**src/hw/acf_pkg.sv**
```systemverilog
// Register map, field positions and reset values of the ADC calibration,
// compare and filter control block.
// Assumes a 32-bit AXI4-Lite register bus with byte addresses.
package acf_pkg;

    // Register byte addresses
    localparam logic [7:0] ACF_ADDR_CAL_DED = 8'h00;
    localparam logic [7:0] ACF_ADDR_CAL_SHR = 8'h04;
    localparam logic [7:0] ACF_ADDR_CMP0_CON = 8'h08;
    localparam logic [7:0] ACF_ADDR_CMP0_EN = 8'h0C;
    localparam logic [7:0] ACF_ADDR_CMP0_LO = 8'h10;
    localparam logic [7:0] ACF_ADDR_CMP0_HI = 8'h14;
    localparam logic [7:0] ACF_ADDR_CMP1_CON = 8'h18;
    localparam logic [7:0] ACF_ADDR_CMP1_EN = 8'h1C;
    localparam logic [7:0] ACF_ADDR_CMP1_LO = 8'h20;
    localparam logic [7:0] ACF_ADDR_CMP1_HI = 8'h24;
    localparam logic [7:0] ACF_ADDR_FLT_CON = 8'h28;
    localparam logic [7:0] ACF_ADDR_FLT_DAT = 8'h2C;

    // AXI responses
    localparam logic [1:0] ACF_RESP_OKAY = 2'h0;
    localparam logic [1:0] ACF_RESP_SLVERR = 2'h2;

    // Calibration field offsets inside a core's byte, and the core bases
    localparam int ACF_CAL_START = 0;
    localparam int ACF_CAL_EN = 1;
    localparam int ACF_CAL_DIFF = 2;
    localparam int ACF_CAL_BYP = 3;
    localparam int ACF_CAL_RDY = 7;
    localparam int ACF_CAL_CORE0_BASE = 0;
    localparam int ACF_CAL_CORE1_BASE = 8;
    localparam int ACF_CAL_SHR_BASE = 8;
    localparam int ACF_CAL_CORES = 3;

    // Comparator control fields
    localparam int ACF_CMP_CHNL_LSB = 8;
    localparam int ACF_CMP_ON = 7;
    localparam int ACF_CMP_IE = 6;
    localparam int ACF_CMP_STAT = 5;
    localparam int ACF_CMP_COND_BETWEEN = 4;
    localparam int ACF_CMP_AHIGH = 3;
    localparam int ACF_CMP_BHIGH = 2;
    localparam int ACF_CMP_ALOW = 1;
    localparam int ACF_CMP_BLOW = 0;
    localparam logic [15:0] ACF_CMP_CHEN_MASK = 16'h4FFF;
    localparam logic [4:0] ACF_CHAN_MAX = 5'h0E;

    // Filter control fields
    localparam int ACF_FLT_ON = 15;
    localparam int ACF_FLT_MODE_LSB = 13;
    localparam int ACF_FLT_RATIO_LSB = 10;
    localparam int ACF_FLT_IE = 9;
    localparam int ACF_FLT_RDY = 8;
    localparam logic [15:0] ACF_FLT_WR_MASK = 16'hFE1F;
    localparam logic [1:0] ACF_FLT_MODE_OVS = 2'h0;
    localparam logic [1:0] ACF_FLT_MODE_AVG = 2'h3;

    // Reset values
    localparam logic [15:0] ACF_RST_16 = 16'h0000;
    localparam logic [2:0] ACF_RST_CAL_BUSY = 3'h7;

endpackage : acf_pkg

```
**src/hw/acf_dig_compare.sv**
```systemverilog
// One digital comparator: checks each new result of an enabled channel
// against low and high thresholds and latches the channel number.
// Assumes results arrive as one-cycle valid strobes on sys_clk.
`timescale 1ns/1ps
`default_nettype none
module acf_dig_compare
    import acf_pkg::*;
#(
    parameter int DW = 12
) (
    input wire logic sys_clk,
    input wire logic nrst,
    input wire logic cmpOn,
    input wire logic [4:0] condBits,
    input wire logic [15:0] chanEnable,
    input wire logic [DW-1:0] lowThr,
    input wire logic [DW-1:0] highThr,
    input wire logic resValid,
    input wire logic [4:0] resChannel,
    input wire logic [DW-1:0] resData,
    input wire logic chanRead,
    output logic eventStat_r,
    output logic [4:0] eventChan_r,
    output logic eventPulse_r
);
    if (DW < 1 || DW > 16) begin : gBadDw
        $error("acf_dig_compare: DW out of range");
    end

    logic geLow;
    logic geHigh;
    logic hit;

    assign geLow = resData >= lowThr;
    assign geHigh = resData >= highThr;

    always_comb begin
        hit = 1'b0;
        if (condBits[ACF_CMP_COND_BETWEEN] && geLow && !geHigh) begin
            hit = 1'b1;
        end
        if (condBits[ACF_CMP_AHIGH] && geHigh) begin
            hit = 1'b1;
        end
        if (condBits[ACF_CMP_BHIGH] && !geHigh) begin
            hit = 1'b1;
        end
        if (condBits[ACF_CMP_ALOW] && geLow) begin
            hit = 1'b1;
        end
        if (condBits[ACF_CMP_BLOW] && !geLow) begin
            hit = 1'b1;
        end
        // Only enabled, implemented channels are examined
        if (!(cmpOn && resValid && resChannel <= ACF_CHAN_MAX && chanEnable[resChannel[3:0]])) begin
            hit = 1'b0;
        end
    end

    always_ff @(posedge sys_clk or negedge nrst) begin
        if (!nrst) begin
            eventStat_r <= 1'b0;
            eventPulse_r <= 1'b0;
        end else begin
            eventPulse_r <= hit;
            if (!cmpOn) begin
                eventStat_r <= 1'b0;
            end else if (hit) begin
                eventStat_r <= 1'b1;
            end else if (chanRead) begin
                eventStat_r <= 1'b0;
            end
        end
    end

    always_ff @(posedge sys_clk or negedge nrst) begin
        if (!nrst) begin
            eventChan_r <= 5'h00;
        end else if (hit) begin
            eventChan_r <= resChannel;
        end
    end

endmodule : acf_dig_compare
`default_nettype wire

```
**src/hw/acf_filter.sv**
```systemverilog
// Oversampling and averaging filter for one selected channel.
// Assumes results arrive as one-cycle valid strobes on sys_clk.
`timescale 1ns/1ps
`default_nettype none
module acf_filter
    import acf_pkg::*;
#(
    parameter int DW = 12
) (
    input wire logic sys_clk,
    input wire logic nrst,
    input wire logic filterOn,
    input wire logic [1:0] mode,
    input wire logic [2:0] ratio,
    input wire logic [4:0] chanSel,
    input wire logic resValid,
    input wire logic [4:0] resChannel,
    input wire logic [DW-1:0] resData,
    input wire logic resultRead,
    output logic [15:0] result_r,
    output logic ready_r,
    output logic donePulse_r
);
    if (DW != 12) begin : gBadDw
        $error("acf_filter: result formats need DW of 12");
    end

    // Log2 of the sample count for a ratio code
    function automatic logic [3:0] sampleLog(input logic [1:0] m, input logic [2:0] r);
        if (m == ACF_FLT_MODE_AVG) begin
            sampleLog = {1'b0, r} + 4'h1;
        end else if (!r[2]) begin
            sampleLog = {r, 1'b0} + 4'h2;
        end else begin
            sampleLog = {r, 1'b0} - 4'h7;
        end
    endfunction : sampleLog

    logic [3:0] lg;
    logic [3:0] shift;
    logic [8:0] target;
    logic [8:0] cnt_r;
    logic [19:0] sum_r;
    logic [19:0] sum_nxt;
    logic take;
    logic last;

    assign lg = sampleLog(mode, ratio);
    assign shift = (mode == ACF_FLT_MODE_AVG) ? lg : {1'b0, lg[3:1]};
    assign target = 9'(9'h001 << lg);
    assign take = filterOn && (mode == ACF_FLT_MODE_OVS || mode == ACF_FLT_MODE_AVG)
                  && resValid && resChannel == chanSel;
    assign sum_nxt = sum_r + {8'h00, resData};
    assign last = (cnt_r + 9'h001) == target;

    always_ff @(posedge sys_clk or negedge nrst) begin
        if (!nrst) begin
            cnt_r <= 9'h000;
            sum_r <= 20'h00000;
            result_r <= ACF_RST_16;
            donePulse_r <= 1'b0;
        end else begin
            donePulse_r <= 1'b0;
            if (!filterOn) begin
                cnt_r <= 9'h000;
                sum_r <= 20'h00000;
            end else if (take) begin
                if (last) begin
                    cnt_r <= 9'h000;
                    sum_r <= 20'h00000;
                    result_r <= 16'(sum_nxt >> shift);
                    donePulse_r <= 1'b1;
                end else begin
                    cnt_r <= cnt_r + 9'h001;
                    sum_r <= sum_nxt;
                end
            end
        end
    end

    always_ff @(posedge sys_clk or negedge nrst) begin
        if (!nrst) begin
            ready_r <= 1'b0;
        end else if (!filterOn) begin
            ready_r <= 1'b0;
        end else if (take && last) begin
            ready_r <= 1'b1;
        end else if (resultRead) begin
            ready_r <= 1'b0;
        end
    end

endmodule : acf_filter
`default_nettype wire

```
**src/hw/acf_top.sv**
```systemverilog
// ADC calibration control, two digital comparators and the result filter,
// with an AXI4-Lite register slave.
// Assumes ADC cores deliver results as one-cycle strobes on sys_clk and run
// calibration while calActive is high.
`timescale 1ns/1ps
`default_nettype none
// Operation
// - Each dedicated core's done flag reads one when calibrated, zero while calibrating.
// - Bypass bit set skips the power-up calibration; clear calibrates automatically.
// - Differential bit picks differential or single-ended input during calibration.
// - Access-enable bit gates software access to ready, bypass, mode and start.
// - Writing start begins calibration; hardware clears start when calibration ends.
// - Core 0 uses the same bits at positions 7, 3, 2, 1, 0.
// - Shared core bits sit at 15, 11..8 of its own register; low byte zero.
// - Comparator event stores the triggering channel number in a 5-bit field.
// - Comparator works only when enabled; disabling clears its status flag.
// - Comparator interrupt-enable lets each event raise the common interrupt.
// - Status flag sets on event, clears when the channel field is read.
// - Between condition: low threshold <= result < high threshold.
// - High conditions: result at or above, or below, the high threshold.
// - Low conditions: result at or above, or below, the low threshold.
// - Only channels with their enable bit set are compared; 12, 13 and 15 absent.
// - Filter runs only while enabled; disabling clears its ready flag.
// - Oversampling ratios 4x..256x and 2x..128x give 12.1 to 12.4 results.
// - Averaging ratios 2x to 256x give a 12-bit result.
// - Filter interrupt-enable raises the common interrupt when a result is ready.
// - Ready flag sets on new result, clears when the result is read.
module acf_top
    import acf_pkg::*;
#(
    parameter int CAL_CYCLES = 256
) (
    input wire logic sys_clk,
    input wire logic nrst,
    input wire logic [7:0] s_axi_awaddr,
    input wire logic s_axi_awvalid,
    output logic s_axi_awready,
    input wire logic [31:0] s_axi_wdata,
    input wire logic [3:0] s_axi_wstrb,
    input wire logic s_axi_wvalid,
    output logic s_axi_wready,
    output logic [1:0] s_axi_bresp,
    output logic s_axi_bvalid,
    input wire logic s_axi_bready,
    input wire logic [7:0] s_axi_araddr,
    input wire logic s_axi_arvalid,
    output logic s_axi_arready,
    output logic [31:0] s_axi_rdata,
    output logic [1:0] s_axi_rresp,
    output logic s_axi_rvalid,
    input wire logic s_axi_rready,
    input wire logic [2:0] calBypassStrap,
    output logic [2:0] calActive,
    output logic [2:0] calDiffMode,
    input wire logic resValid,
    input wire logic [4:0] resChannel,
    input wire logic [11:0] resData,
    output logic adcIrq_r
);
    if (CAL_CYCLES < 2 || CAL_CYCLES > 65535) begin : gBadCal
        $error("acf_top: CAL_CYCLES out of range");
    end

    localparam logic [15:0] CAL_LAST = 16'(CAL_CYCLES - 1);

    // Byte-lane merge of a 16-bit register
    function automatic logic [15:0] mergeLow(input logic [15:0] old, input logic [31:0] d,
                                             input logic [3:0] s);
        mergeLow[7:0] = s[0] ? d[7:0] : old[7:0];
        mergeLow[15:8] = s[1] ? d[15:8] : old[15:8];
    endfunction : mergeLow

    function automatic logic mapped(input logic [7:0] a);
        mapped = a[1:0] == 2'h0 && a <= ACF_ADDR_FLT_DAT;
    endfunction : mapped

    // Write channel
    logic [7:0] wAddr_r;
    logic awHave_r;
    logic [31:0] wData_r;
    logic [3:0] wStrb_r;
    logic wHave_r;
    logic wrDo;

    assign s_axi_awready = !awHave_r && !s_axi_bvalid;
    assign s_axi_wready = !wHave_r && !s_axi_bvalid;
    assign wrDo = awHave_r && wHave_r && !s_axi_bvalid;

    always_ff @(posedge sys_clk or negedge nrst) begin
        if (!nrst) begin
            awHave_r <= 1'b0;
            wHave_r <= 1'b0;
            wAddr_r <= 8'h00;
            wData_r <= 32'h00000000;
            wStrb_r <= 4'h0;
            s_axi_bvalid <= 1'b0;
            s_axi_bresp <= ACF_RESP_OKAY;
        end else begin
            if (s_axi_awvalid && s_axi_awready) begin
                awHave_r <= 1'b1;
                wAddr_r <= s_axi_awaddr;
            end
            if (s_axi_wvalid && s_axi_wready) begin
                wHave_r <= 1'b1;
                wData_r <= s_axi_wdata;
                wStrb_r <= s_axi_wstrb;
            end
            if (wrDo) begin
                awHave_r <= 1'b0;
                wHave_r <= 1'b0;
                s_axi_bvalid <= 1'b1;
                s_axi_bresp <= mapped(wAddr_r) ? ACF_RESP_OKAY : ACF_RESP_SLVERR;
            end else if (s_axi_bvalid && s_axi_bready) begin
                s_axi_bvalid <= 1'b0;
            end
        end
    end

    // Calibration control
    logic [2:0] calBypass_r;
    logic [2:0] calDiff_r;
    logic [2:0] calEn_r;
    logic [2:0] calStart_r;
    logic [2:0] calBusy_r;
    logic [15:0] calCnt_r [ACF_CAL_CORES];
    logic strapTaken_r;
    logic [2:0] calWr;
    logic [3:0] calFld [ACF_CAL_CORES];
    logic [7:0] calView [ACF_CAL_CORES];

    always_comb begin
        calWr[0] = wrDo && wAddr_r == ACF_ADDR_CAL_DED && wStrb_r[0];
        calWr[1] = wrDo && wAddr_r == ACF_ADDR_CAL_DED && wStrb_r[1];
        calWr[2] = wrDo && wAddr_r == ACF_ADDR_CAL_SHR && wStrb_r[1];
        calFld[0] = wData_r[ACF_CAL_CORE0_BASE +: 4];
        calFld[1] = wData_r[ACF_CAL_CORE1_BASE +: 4];
        calFld[2] = wData_r[ACF_CAL_SHR_BASE +: 4];
        for (int i = 0; i < ACF_CAL_CORES; i++) begin
            // Gated bits read zero while access is disabled
            calView[i] = {!calBusy_r[i] && calEn_r[i], 3'h0, calBypass_r[i] && calEn_r[i],
                          calDiff_r[i] && calEn_r[i], calEn_r[i], calStart_r[i] && calEn_r[i]};
        end
    end

    assign calActive = calBusy_r;
    assign calDiffMode = calDiff_r;

    always_ff @(posedge sys_clk or negedge nrst) begin
        if (!nrst) begin
            strapTaken_r <= 1'b0;
            calBypass_r <= 3'h0;
            calDiff_r <= 3'h0;
            calEn_r <= 3'h0;
            calStart_r <= 3'h0;
            calBusy_r <= ACF_RST_CAL_BUSY;
            for (int i = 0; i < ACF_CAL_CORES; i++) begin
                calCnt_r[i] <= 16'h0000;
            end
        end else if (!strapTaken_r) begin
            strapTaken_r <= 1'b1;
            calBypass_r <= calBypassStrap;
            calBusy_r <= ~calBypassStrap;
        end else begin
            for (int i = 0; i < ACF_CAL_CORES; i++) begin
                if (calBusy_r[i]) begin
                    if (calCnt_r[i] == CAL_LAST) begin
                        calBusy_r[i] <= 1'b0;
                        calStart_r[i] <= 1'b0;
                        calCnt_r[i] <= 16'h0000;
                    end else begin
                        calCnt_r[i] <= calCnt_r[i] + 16'h0001;
                    end
                end
                if (calWr[i]) begin
                    calEn_r[i] <= calFld[i][ACF_CAL_EN];
                    if (calFld[i][ACF_CAL_EN]) begin
                        calBypass_r[i] <= calFld[i][ACF_CAL_BYP];
                        calDiff_r[i] <= calFld[i][ACF_CAL_DIFF];
                        if (calFld[i][ACF_CAL_START] && !calBusy_r[i]) begin
                            calStart_r[i] <= 1'b1;
                            calBusy_r[i] <= 1'b1;
                            calCnt_r[i] <= 16'h0000;
                        end
                    end
                end
            end
        end
    end

    // Comparator and filter registers
    logic [7:0] cmpCtl_r [2];
    logic [15:0] cmpChEn_r [2];
    logic [11:0] cmpLo_r [2];
    logic [11:0] cmpHi_r [2];
    logic [15:0] fltCtl_r;
    logic [7:0] aCon [2];
    logic [7:0] aEn [2];
    logic [7:0] aLo [2];
    logic [7:0] aHi [2];

    assign aCon = '{ACF_ADDR_CMP0_CON, ACF_ADDR_CMP1_CON};
    assign aEn = '{ACF_ADDR_CMP0_EN, ACF_ADDR_CMP1_EN};
    assign aLo = '{ACF_ADDR_CMP0_LO, ACF_ADDR_CMP1_LO};
    assign aHi = '{ACF_ADDR_CMP0_HI, ACF_ADDR_CMP1_HI};

    always_ff @(posedge sys_clk or negedge nrst) begin
        if (!nrst) begin
            for (int i = 0; i < 2; i++) begin
                cmpCtl_r[i] <= 8'h00;
                cmpChEn_r[i] <= ACF_RST_16;
                cmpLo_r[i] <= 12'h000;
                cmpHi_r[i] <= 12'h000;
            end
            fltCtl_r <= ACF_RST_16;
        end else if (wrDo) begin
            for (int i = 0; i < 2; i++) begin
                if (wAddr_r == aCon[i] && wStrb_r[0]) begin
                    cmpCtl_r[i] <= wData_r[7:0];
                end
                if (wAddr_r == aEn[i]) begin
                    cmpChEn_r[i] <= mergeLow(cmpChEn_r[i], wData_r, wStrb_r) & ACF_CMP_CHEN_MASK;
                end
                if (wAddr_r == aLo[i]) begin
                    cmpLo_r[i] <= 12'(mergeLow({4'h0, cmpLo_r[i]}, wData_r, wStrb_r));
                end
                if (wAddr_r == aHi[i]) begin
                    cmpHi_r[i] <= 12'(mergeLow({4'h0, cmpHi_r[i]}, wData_r, wStrb_r));
                end
            end
            if (wAddr_r == ACF_ADDR_FLT_CON) begin
                fltCtl_r <= mergeLow(fltCtl_r, wData_r, wStrb_r) & ACF_FLT_WR_MASK;
            end
        end
    end

    // Read channel
    logic [7:0] rAddr;
    logic rdTake;
    logic [1:0] chanRead;
    logic fltRead;
    logic [1:0] cmpStat;
    logic [4:0] cmpChan [2];
    logic [1:0] cmpEvent;
    logic [15:0] fltResult;
    logic fltReady;
    logic fltDone;
    logic [15:0] rdVal;

    assign s_axi_arready = !s_axi_rvalid;
    assign rdTake = s_axi_arvalid && s_axi_arready;
    assign rAddr = s_axi_araddr;
    assign chanRead[0] = rdTake && rAddr == ACF_ADDR_CMP0_CON;
    assign chanRead[1] = rdTake && rAddr == ACF_ADDR_CMP1_CON;
    assign fltRead = rdTake && rAddr == ACF_ADDR_FLT_DAT;

    always_comb begin
        rdVal = 16'h0000;
        case (rAddr)
            ACF_ADDR_CAL_DED: rdVal = {calView[1], calView[0]};
            ACF_ADDR_CAL_SHR: rdVal = {calView[2], 8'h00};
            ACF_ADDR_FLT_CON: rdVal = fltCtl_r | (16'(fltReady) << ACF_FLT_RDY);
            ACF_ADDR_FLT_DAT: rdVal = fltResult;
            default: begin
                for (int i = 0; i < 2; i++) begin
                    if (rAddr == aCon[i]) begin
                        rdVal = {3'h0, cmpChan[i], cmpCtl_r[i][7:6], cmpStat[i], cmpCtl_r[i][4:0]};
                    end
                    if (rAddr == aEn[i]) begin
                        rdVal = cmpChEn_r[i];
                    end
                    if (rAddr == aLo[i]) begin
                        rdVal = {4'h0, cmpLo_r[i]};
                    end
                    if (rAddr == aHi[i]) begin
                        rdVal = {4'h0, cmpHi_r[i]};
                    end
                end
            end
        endcase
    end

    always_ff @(posedge sys_clk or negedge nrst) begin
        if (!nrst) begin
            s_axi_rvalid <= 1'b0;
            s_axi_rdata <= 32'h00000000;
            s_axi_rresp <= ACF_RESP_OKAY;
        end else if (rdTake) begin
            s_axi_rvalid <= 1'b1;
            s_axi_rdata <= {16'h0000, rdVal};
            s_axi_rresp <= mapped(rAddr) ? ACF_RESP_OKAY : ACF_RESP_SLVERR;
        end else if (s_axi_rvalid && s_axi_rready) begin
            s_axi_rvalid <= 1'b0;
        end
    end

    // Two comparators
    for (genvar g = 0; g < 2; g++) begin : gCmp
        acf_dig_compare #(
            .DW(12)
        ) uCmp (
            .sys_clk(sys_clk),
            .nrst(nrst),
            .cmpOn(cmpCtl_r[g][ACF_CMP_ON]),
            .condBits(cmpCtl_r[g][4:0]),
            .chanEnable(cmpChEn_r[g]),
            .lowThr(cmpLo_r[g]),
            .highThr(cmpHi_r[g]),
            .resValid(resValid),
            .resChannel(resChannel),
            .resData(resData),
            .chanRead(chanRead[g]),
            .eventStat_r(cmpStat[g]),
            .eventChan_r(cmpChan[g]),
            .eventPulse_r(cmpEvent[g])
        );
    end

    acf_filter #(
        .DW(12)
    ) uFlt (
        .sys_clk(sys_clk),
        .nrst(nrst),
        .filterOn(fltCtl_r[ACF_FLT_ON]),
        .mode(fltCtl_r[ACF_FLT_MODE_LSB +: 2]),
        .ratio(fltCtl_r[ACF_FLT_RATIO_LSB +: 3]),
        .chanSel(fltCtl_r[4:0]),
        .resValid(resValid),
        .resChannel(resChannel),
        .resData(resData),
        .resultRead(fltRead),
        .result_r(fltResult),
        .ready_r(fltReady),
        .donePulse_r(fltDone)
    );

    // Common interrupt pulse
    always_ff @(posedge sys_clk or negedge nrst) begin
        if (!nrst) begin
            adcIrq_r <= 1'b0;
        end else begin
            adcIrq_r <= (cmpEvent[0] && cmpCtl_r[0][ACF_CMP_IE])
                        || (cmpEvent[1] && cmpCtl_r[1][ACF_CMP_IE])
                        || (fltDone && fltCtl_r[ACF_FLT_IE]);
        end
    end

endmodule : acf_top
`default_nettype wire

```
**config.mk**
```make
export PLATFORM = sky130hd
export DESIGN_NAME = acf_top
export DESIGN_NICKNAME = d
export VERILOG_FILES = /design/src/hw/acf_pkg.sv /design/src/hw/acf_dig_compare.sv /design/src/hw/acf_filter.sv /design/src/hw/acf_top.sv
export SDC_FILE = /design/constraint.sdc
export NUM_CORES = 1
export LEC_CHECK = 0
export ABC_AREA = 1
export BUFFER_PORTS_ARGS = -buffer_cell sky130_fd_sc_hd__buf_4
export CORE_MARGIN = 2
export CORE_UTILIZATION = 55
export DETAILED_ROUTE_END_ITERATION = 8
export PLACE_DENSITY = 0.77
export SLEW_MARGIN = 20
export SYNTH_ARGS = -nofsm -noshare
export SYNTH_HDL_FRONTEND = slang
export SYNTH_SLANG_ARGS = --single-unit
```
**constraint.sdc**
```tcl
create_clock -name sys_clk -period 2.3 [get_ports sys_clk]
set_input_delay 0.23 -clock sys_clk [delete_from_list [all_inputs] [get_ports sys_clk]]
set_output_delay 0.23 -clock sys_clk [all_outputs]
set_load 0.02 [all_outputs]
```
==> run summary <==
worst reg2reg setup slack = -80 ps
pin count of the biggest net entering global routing = 74
Inserted Clock Buffers = 30
power per cell area = 815.4 mW/mm2
count leader, synth = nand2_1
sequential area share after synthesis = 0.4223
vias per inst = 5.848
Final GP Congestion = 0.9960
die area = 0.03093 mm2
Req. time, crit path = 2740 ps
hpwl dp = 36900 um
All-Layer GR Usage = 0.3349
die height = 175.9 um
num rows = 62
Int Pwr = 10.67 mW
Synth area leaders = dfrtp_1 (42%), nand2_1 (13%), o21ai_0 (6.5%), inv_1 (6.3%), nand3_1 (6.1%)
Util after Layout = 0.7107
Switching Share = 0.3617
failing checks = negative setup slack
CP top delay family = simple AND/OR/NAND/NOR gates
clk buf depth = 3
Crit-path slowest cell = dfrtp_1
CP peak stage delay = 390 ps
final worst setup slack = -83.08 ps
nets@finish = 2567
YS warnings = 0
remaining antenna violation count = 0
Synth cell types = 63
I/O pin count = 128
WP depth = 15
Final period util = 1.036
Crit path top cell by count = nand2_1
post-layout min period = 2383 ps
critical path arrival = 2820 ps
clock power share = 0.306
Clock Skew = 13.38 ps
#FFs+latches synth = 274
CORE AREA = 0.02886 mm2
WL final = 52370 um
reg2reg end = uFlt.result_r[8]$_DFFE_PN0P_
Die W = 175.9 um
post-synthesis cell count = 2184
Area growth, synth to finish = 26.25%
total number of vias = 16533
vias in the first global route = 15876
crit path capture = uFlt.result_r[8]$_DFFE_PN0P_
outcome = complete, but fails checks
Starting Density = 0.5629
Setup crit start kind = flip-flop
setup tns final = -873.7 ps
crit path launch = fltCtl_r[13]$_DFFE_PN0P_
Critical R2R Launch = fltCtl_r[13]$_DFFE_PN0P_
Detailed Route Iter0 Violations = 1909
grt ovf = 0
Hold Crit Class = primary input to flip-flop
Final setup viols = 15
Psw = 6.048 mW
first-pass GRT wire length = 82170 um
Worst setup EP type = flip-flop
initial antenna violation count = 0
Ant. Diodes = 0
Comb power frac = 0.320
Avg WL per Cell = 18.52 um
max-cap viol count = 0
endpoints failing hold = 0
H-tree Lvls = 1
Slew Viols, Final = 0
worst skew pair latency = 570 ps
Crit Path Class = flip-flop to flip-flop
CTS tree = built
leakage = 9.738 nW
Syn Area/Cell = 7.438 um2
number of synthesized flops with an enable pin = 0
reg2reg path depth = 15
critical path, cell by cell = ha_4 -> inv_2 -> or2_4 -> nand2_2 -> nand2_1 -> inv_1 -> nand2_1 -> xor2_1 -> nor2_4 -> buf_6 -> buf_12 -> nand3_4 -> buf_4 -> nand2_1 -> nand3_1
critical path buffer and inverter count = 5
commonest register cell after synthesis = dfrtp_1
IO buf count = 91
ratio of cells with drive above 1 in the final layout = 0.1809
crit path max fanout = 4
mapped cell area = 0.01624 mm2
DRC violations left = 0
root buffer cell = clkbuf_16
Worst Max-Slew Pin Slew = 775.8 ps
DR pass1 iterations = 6
Power Total = 16.72 mW
Max-slew headroom = 0.4822
RSZ-0062 raised after global routing = yes
Peak VDD IR = 0.7637 mV
Commonest cells post-synth = nand2_1 (581), inv_1 (273), dfrtp_1 (271)
Reg power frac = 0.375
asr flop ratio synth = 1.000
clk slew on worst S/H paths = 60 ps
area leader, netlist = dfrtp_1
Post-Place Worst Slack = -215.3 ps
FMAX = 419.6 MHz
top cell type's share of synthesized area = 0.4175
clock sink count = 274
==> worst min path at each step <==
stage	startpoint	end	slack (ps)	cells after the start
final	s_axi_araddr[6]	s_axi_rresp[1]$_DFFE_PN0P_	30	5
after floorplan	nrst	adcIrq_r$_DFF_PN0_	-70	0
after global placement	nrst	cmpChEn_r[20]$_DFFE_PN0P_	250	1
after CTS	resChannel[2]	gCmp[1].uCmp.eventChan_r[2]$_DFFE_PN0P_	3	3
after detailed placement	nrst	cmpChEn_r[20]$_DFFE_PN0P_	250	1
after global routing	s_axi_araddr[6]	s_axi_rresp[1]$_DFFE_PN0P_	70	5
==> power groups by stage <==
stage	logic [mW]	registers, mW	clock network, mW
after detailed placement	4.45	6.28	0
after CTS	4.94	6.22	5.14
after floorplan	2.76	6.16	0
after global routing	5.84	6.34	5.37
final	5.35	6.26	5.11
after global placement	4.33	6.25	0
==> flip-flops by register name (all words and copies together) (netlist names), 9 cells and up <==
name and cells:
cmpHi_r 24, fltCtl_r 12, cmpChEn_r 26, wData_r 16, cmpCtl_r 14, uFlt.cnt_r 9, uFlt.result_r 16, calCnt_r 48
cmpLo_r 24, uFlt.sum_r 20, s_axi_rdata 16, gCmp.uCmp.eventChan_r 10
==> what timing repair did <==
action | CTS | global route
cloned | 6 | 0
hold endpoints to repair | 102 | 1
pin swaps | 24 | 37
gates resized for setup | 93 | 116
hold buffers | 33 | 1
buffers inserted | 12 | 8
setup endpoints to repair | 54 | 89
==> worst register-to-register path, delay by kind of cell, from the launching register on <==
kind,cells,cell delay (ps)
xor+xnor,1,180
fa+ha+maj,1,210
simple gates,8,910
flops,1,390
buf+inv,5,570
==> per-stage QoR <==
step	instances	hold WS, ps	area, um2
floorplan	2201	-65.59	16310
global placement	2714	250.7	18010
detailed placement	2714	253.9	18010
CTS	2820	2.895	19980
global route	2827	66.46	20510
finish	2827	30.68	20510
==> layout make-up <==
class	count	area (um2)
clock inverter	13	167.7
inverter	283	1076
fill	2277	8349
tap	384	480.5
clock buffer	43	880.8
sequential	274	6860
timing repair buffer	251	2171
multi-input combinational	1579	8872
==> metal layers <==
layer  share of wire  GRT usage  wire length (um)
met3           0.095    0.07273              4967
met1            0.41     0.4432             21270
met4           0.046     0.1360              2427
met5               0          0                 0
met2            0.45     0.5369             23700
==> cell usage in the layout (no fill, tap or decap), types with 19 or more instances in the layout <==
| master | synthesis | routed |
|---|---|---|
| dfrtp_1 | 271 | 271 |
| nor2_1 | 165 | 153 |
| dlygate4sd3_1 | 0 | 34 |
| nand2_1 | 581 | 551 |
| nand3_2 | 1 | 30 |
| conb_1 | 2 | 19 |
| nand4_1 | 33 | 33 |
| buf_4 | 18 | 193 |
| xor2_1 | 24 | 22 |
| nand3_1 | 197 | 167 |
| ha_1 | 67 | 52 |
| a21oi_1 | 89 | 84 |
| nor3_1 | 32 | 29 |
| clkbuf_16 | 0 | 31 |
| inv_1 | 273 | 268 |
| o21ai_0 | 212 | 189 |
| nand2_2 | 3 | 23 |
==> kinds of logic after synthesis <==
| kind of cell | after synthesis | share of synthesized area |
|---|---|---|
| DFF | 274 | 0.4223 |
| AOI/OAI and AO/OA | 403 | 0.1403 |
| other | 2 | 0.0004623 |
| adders and majority gates | 68 | 0.05284 |
| xor gates and xnor gates | 34 | 0.01833 |
| buffers and inverters | 351 | 0.08634 |
| muxes | 7 | 0.004775 |
| and+or+nand+nor | 1045 | 0.2747 |
(Power assumes the default switching activity.)
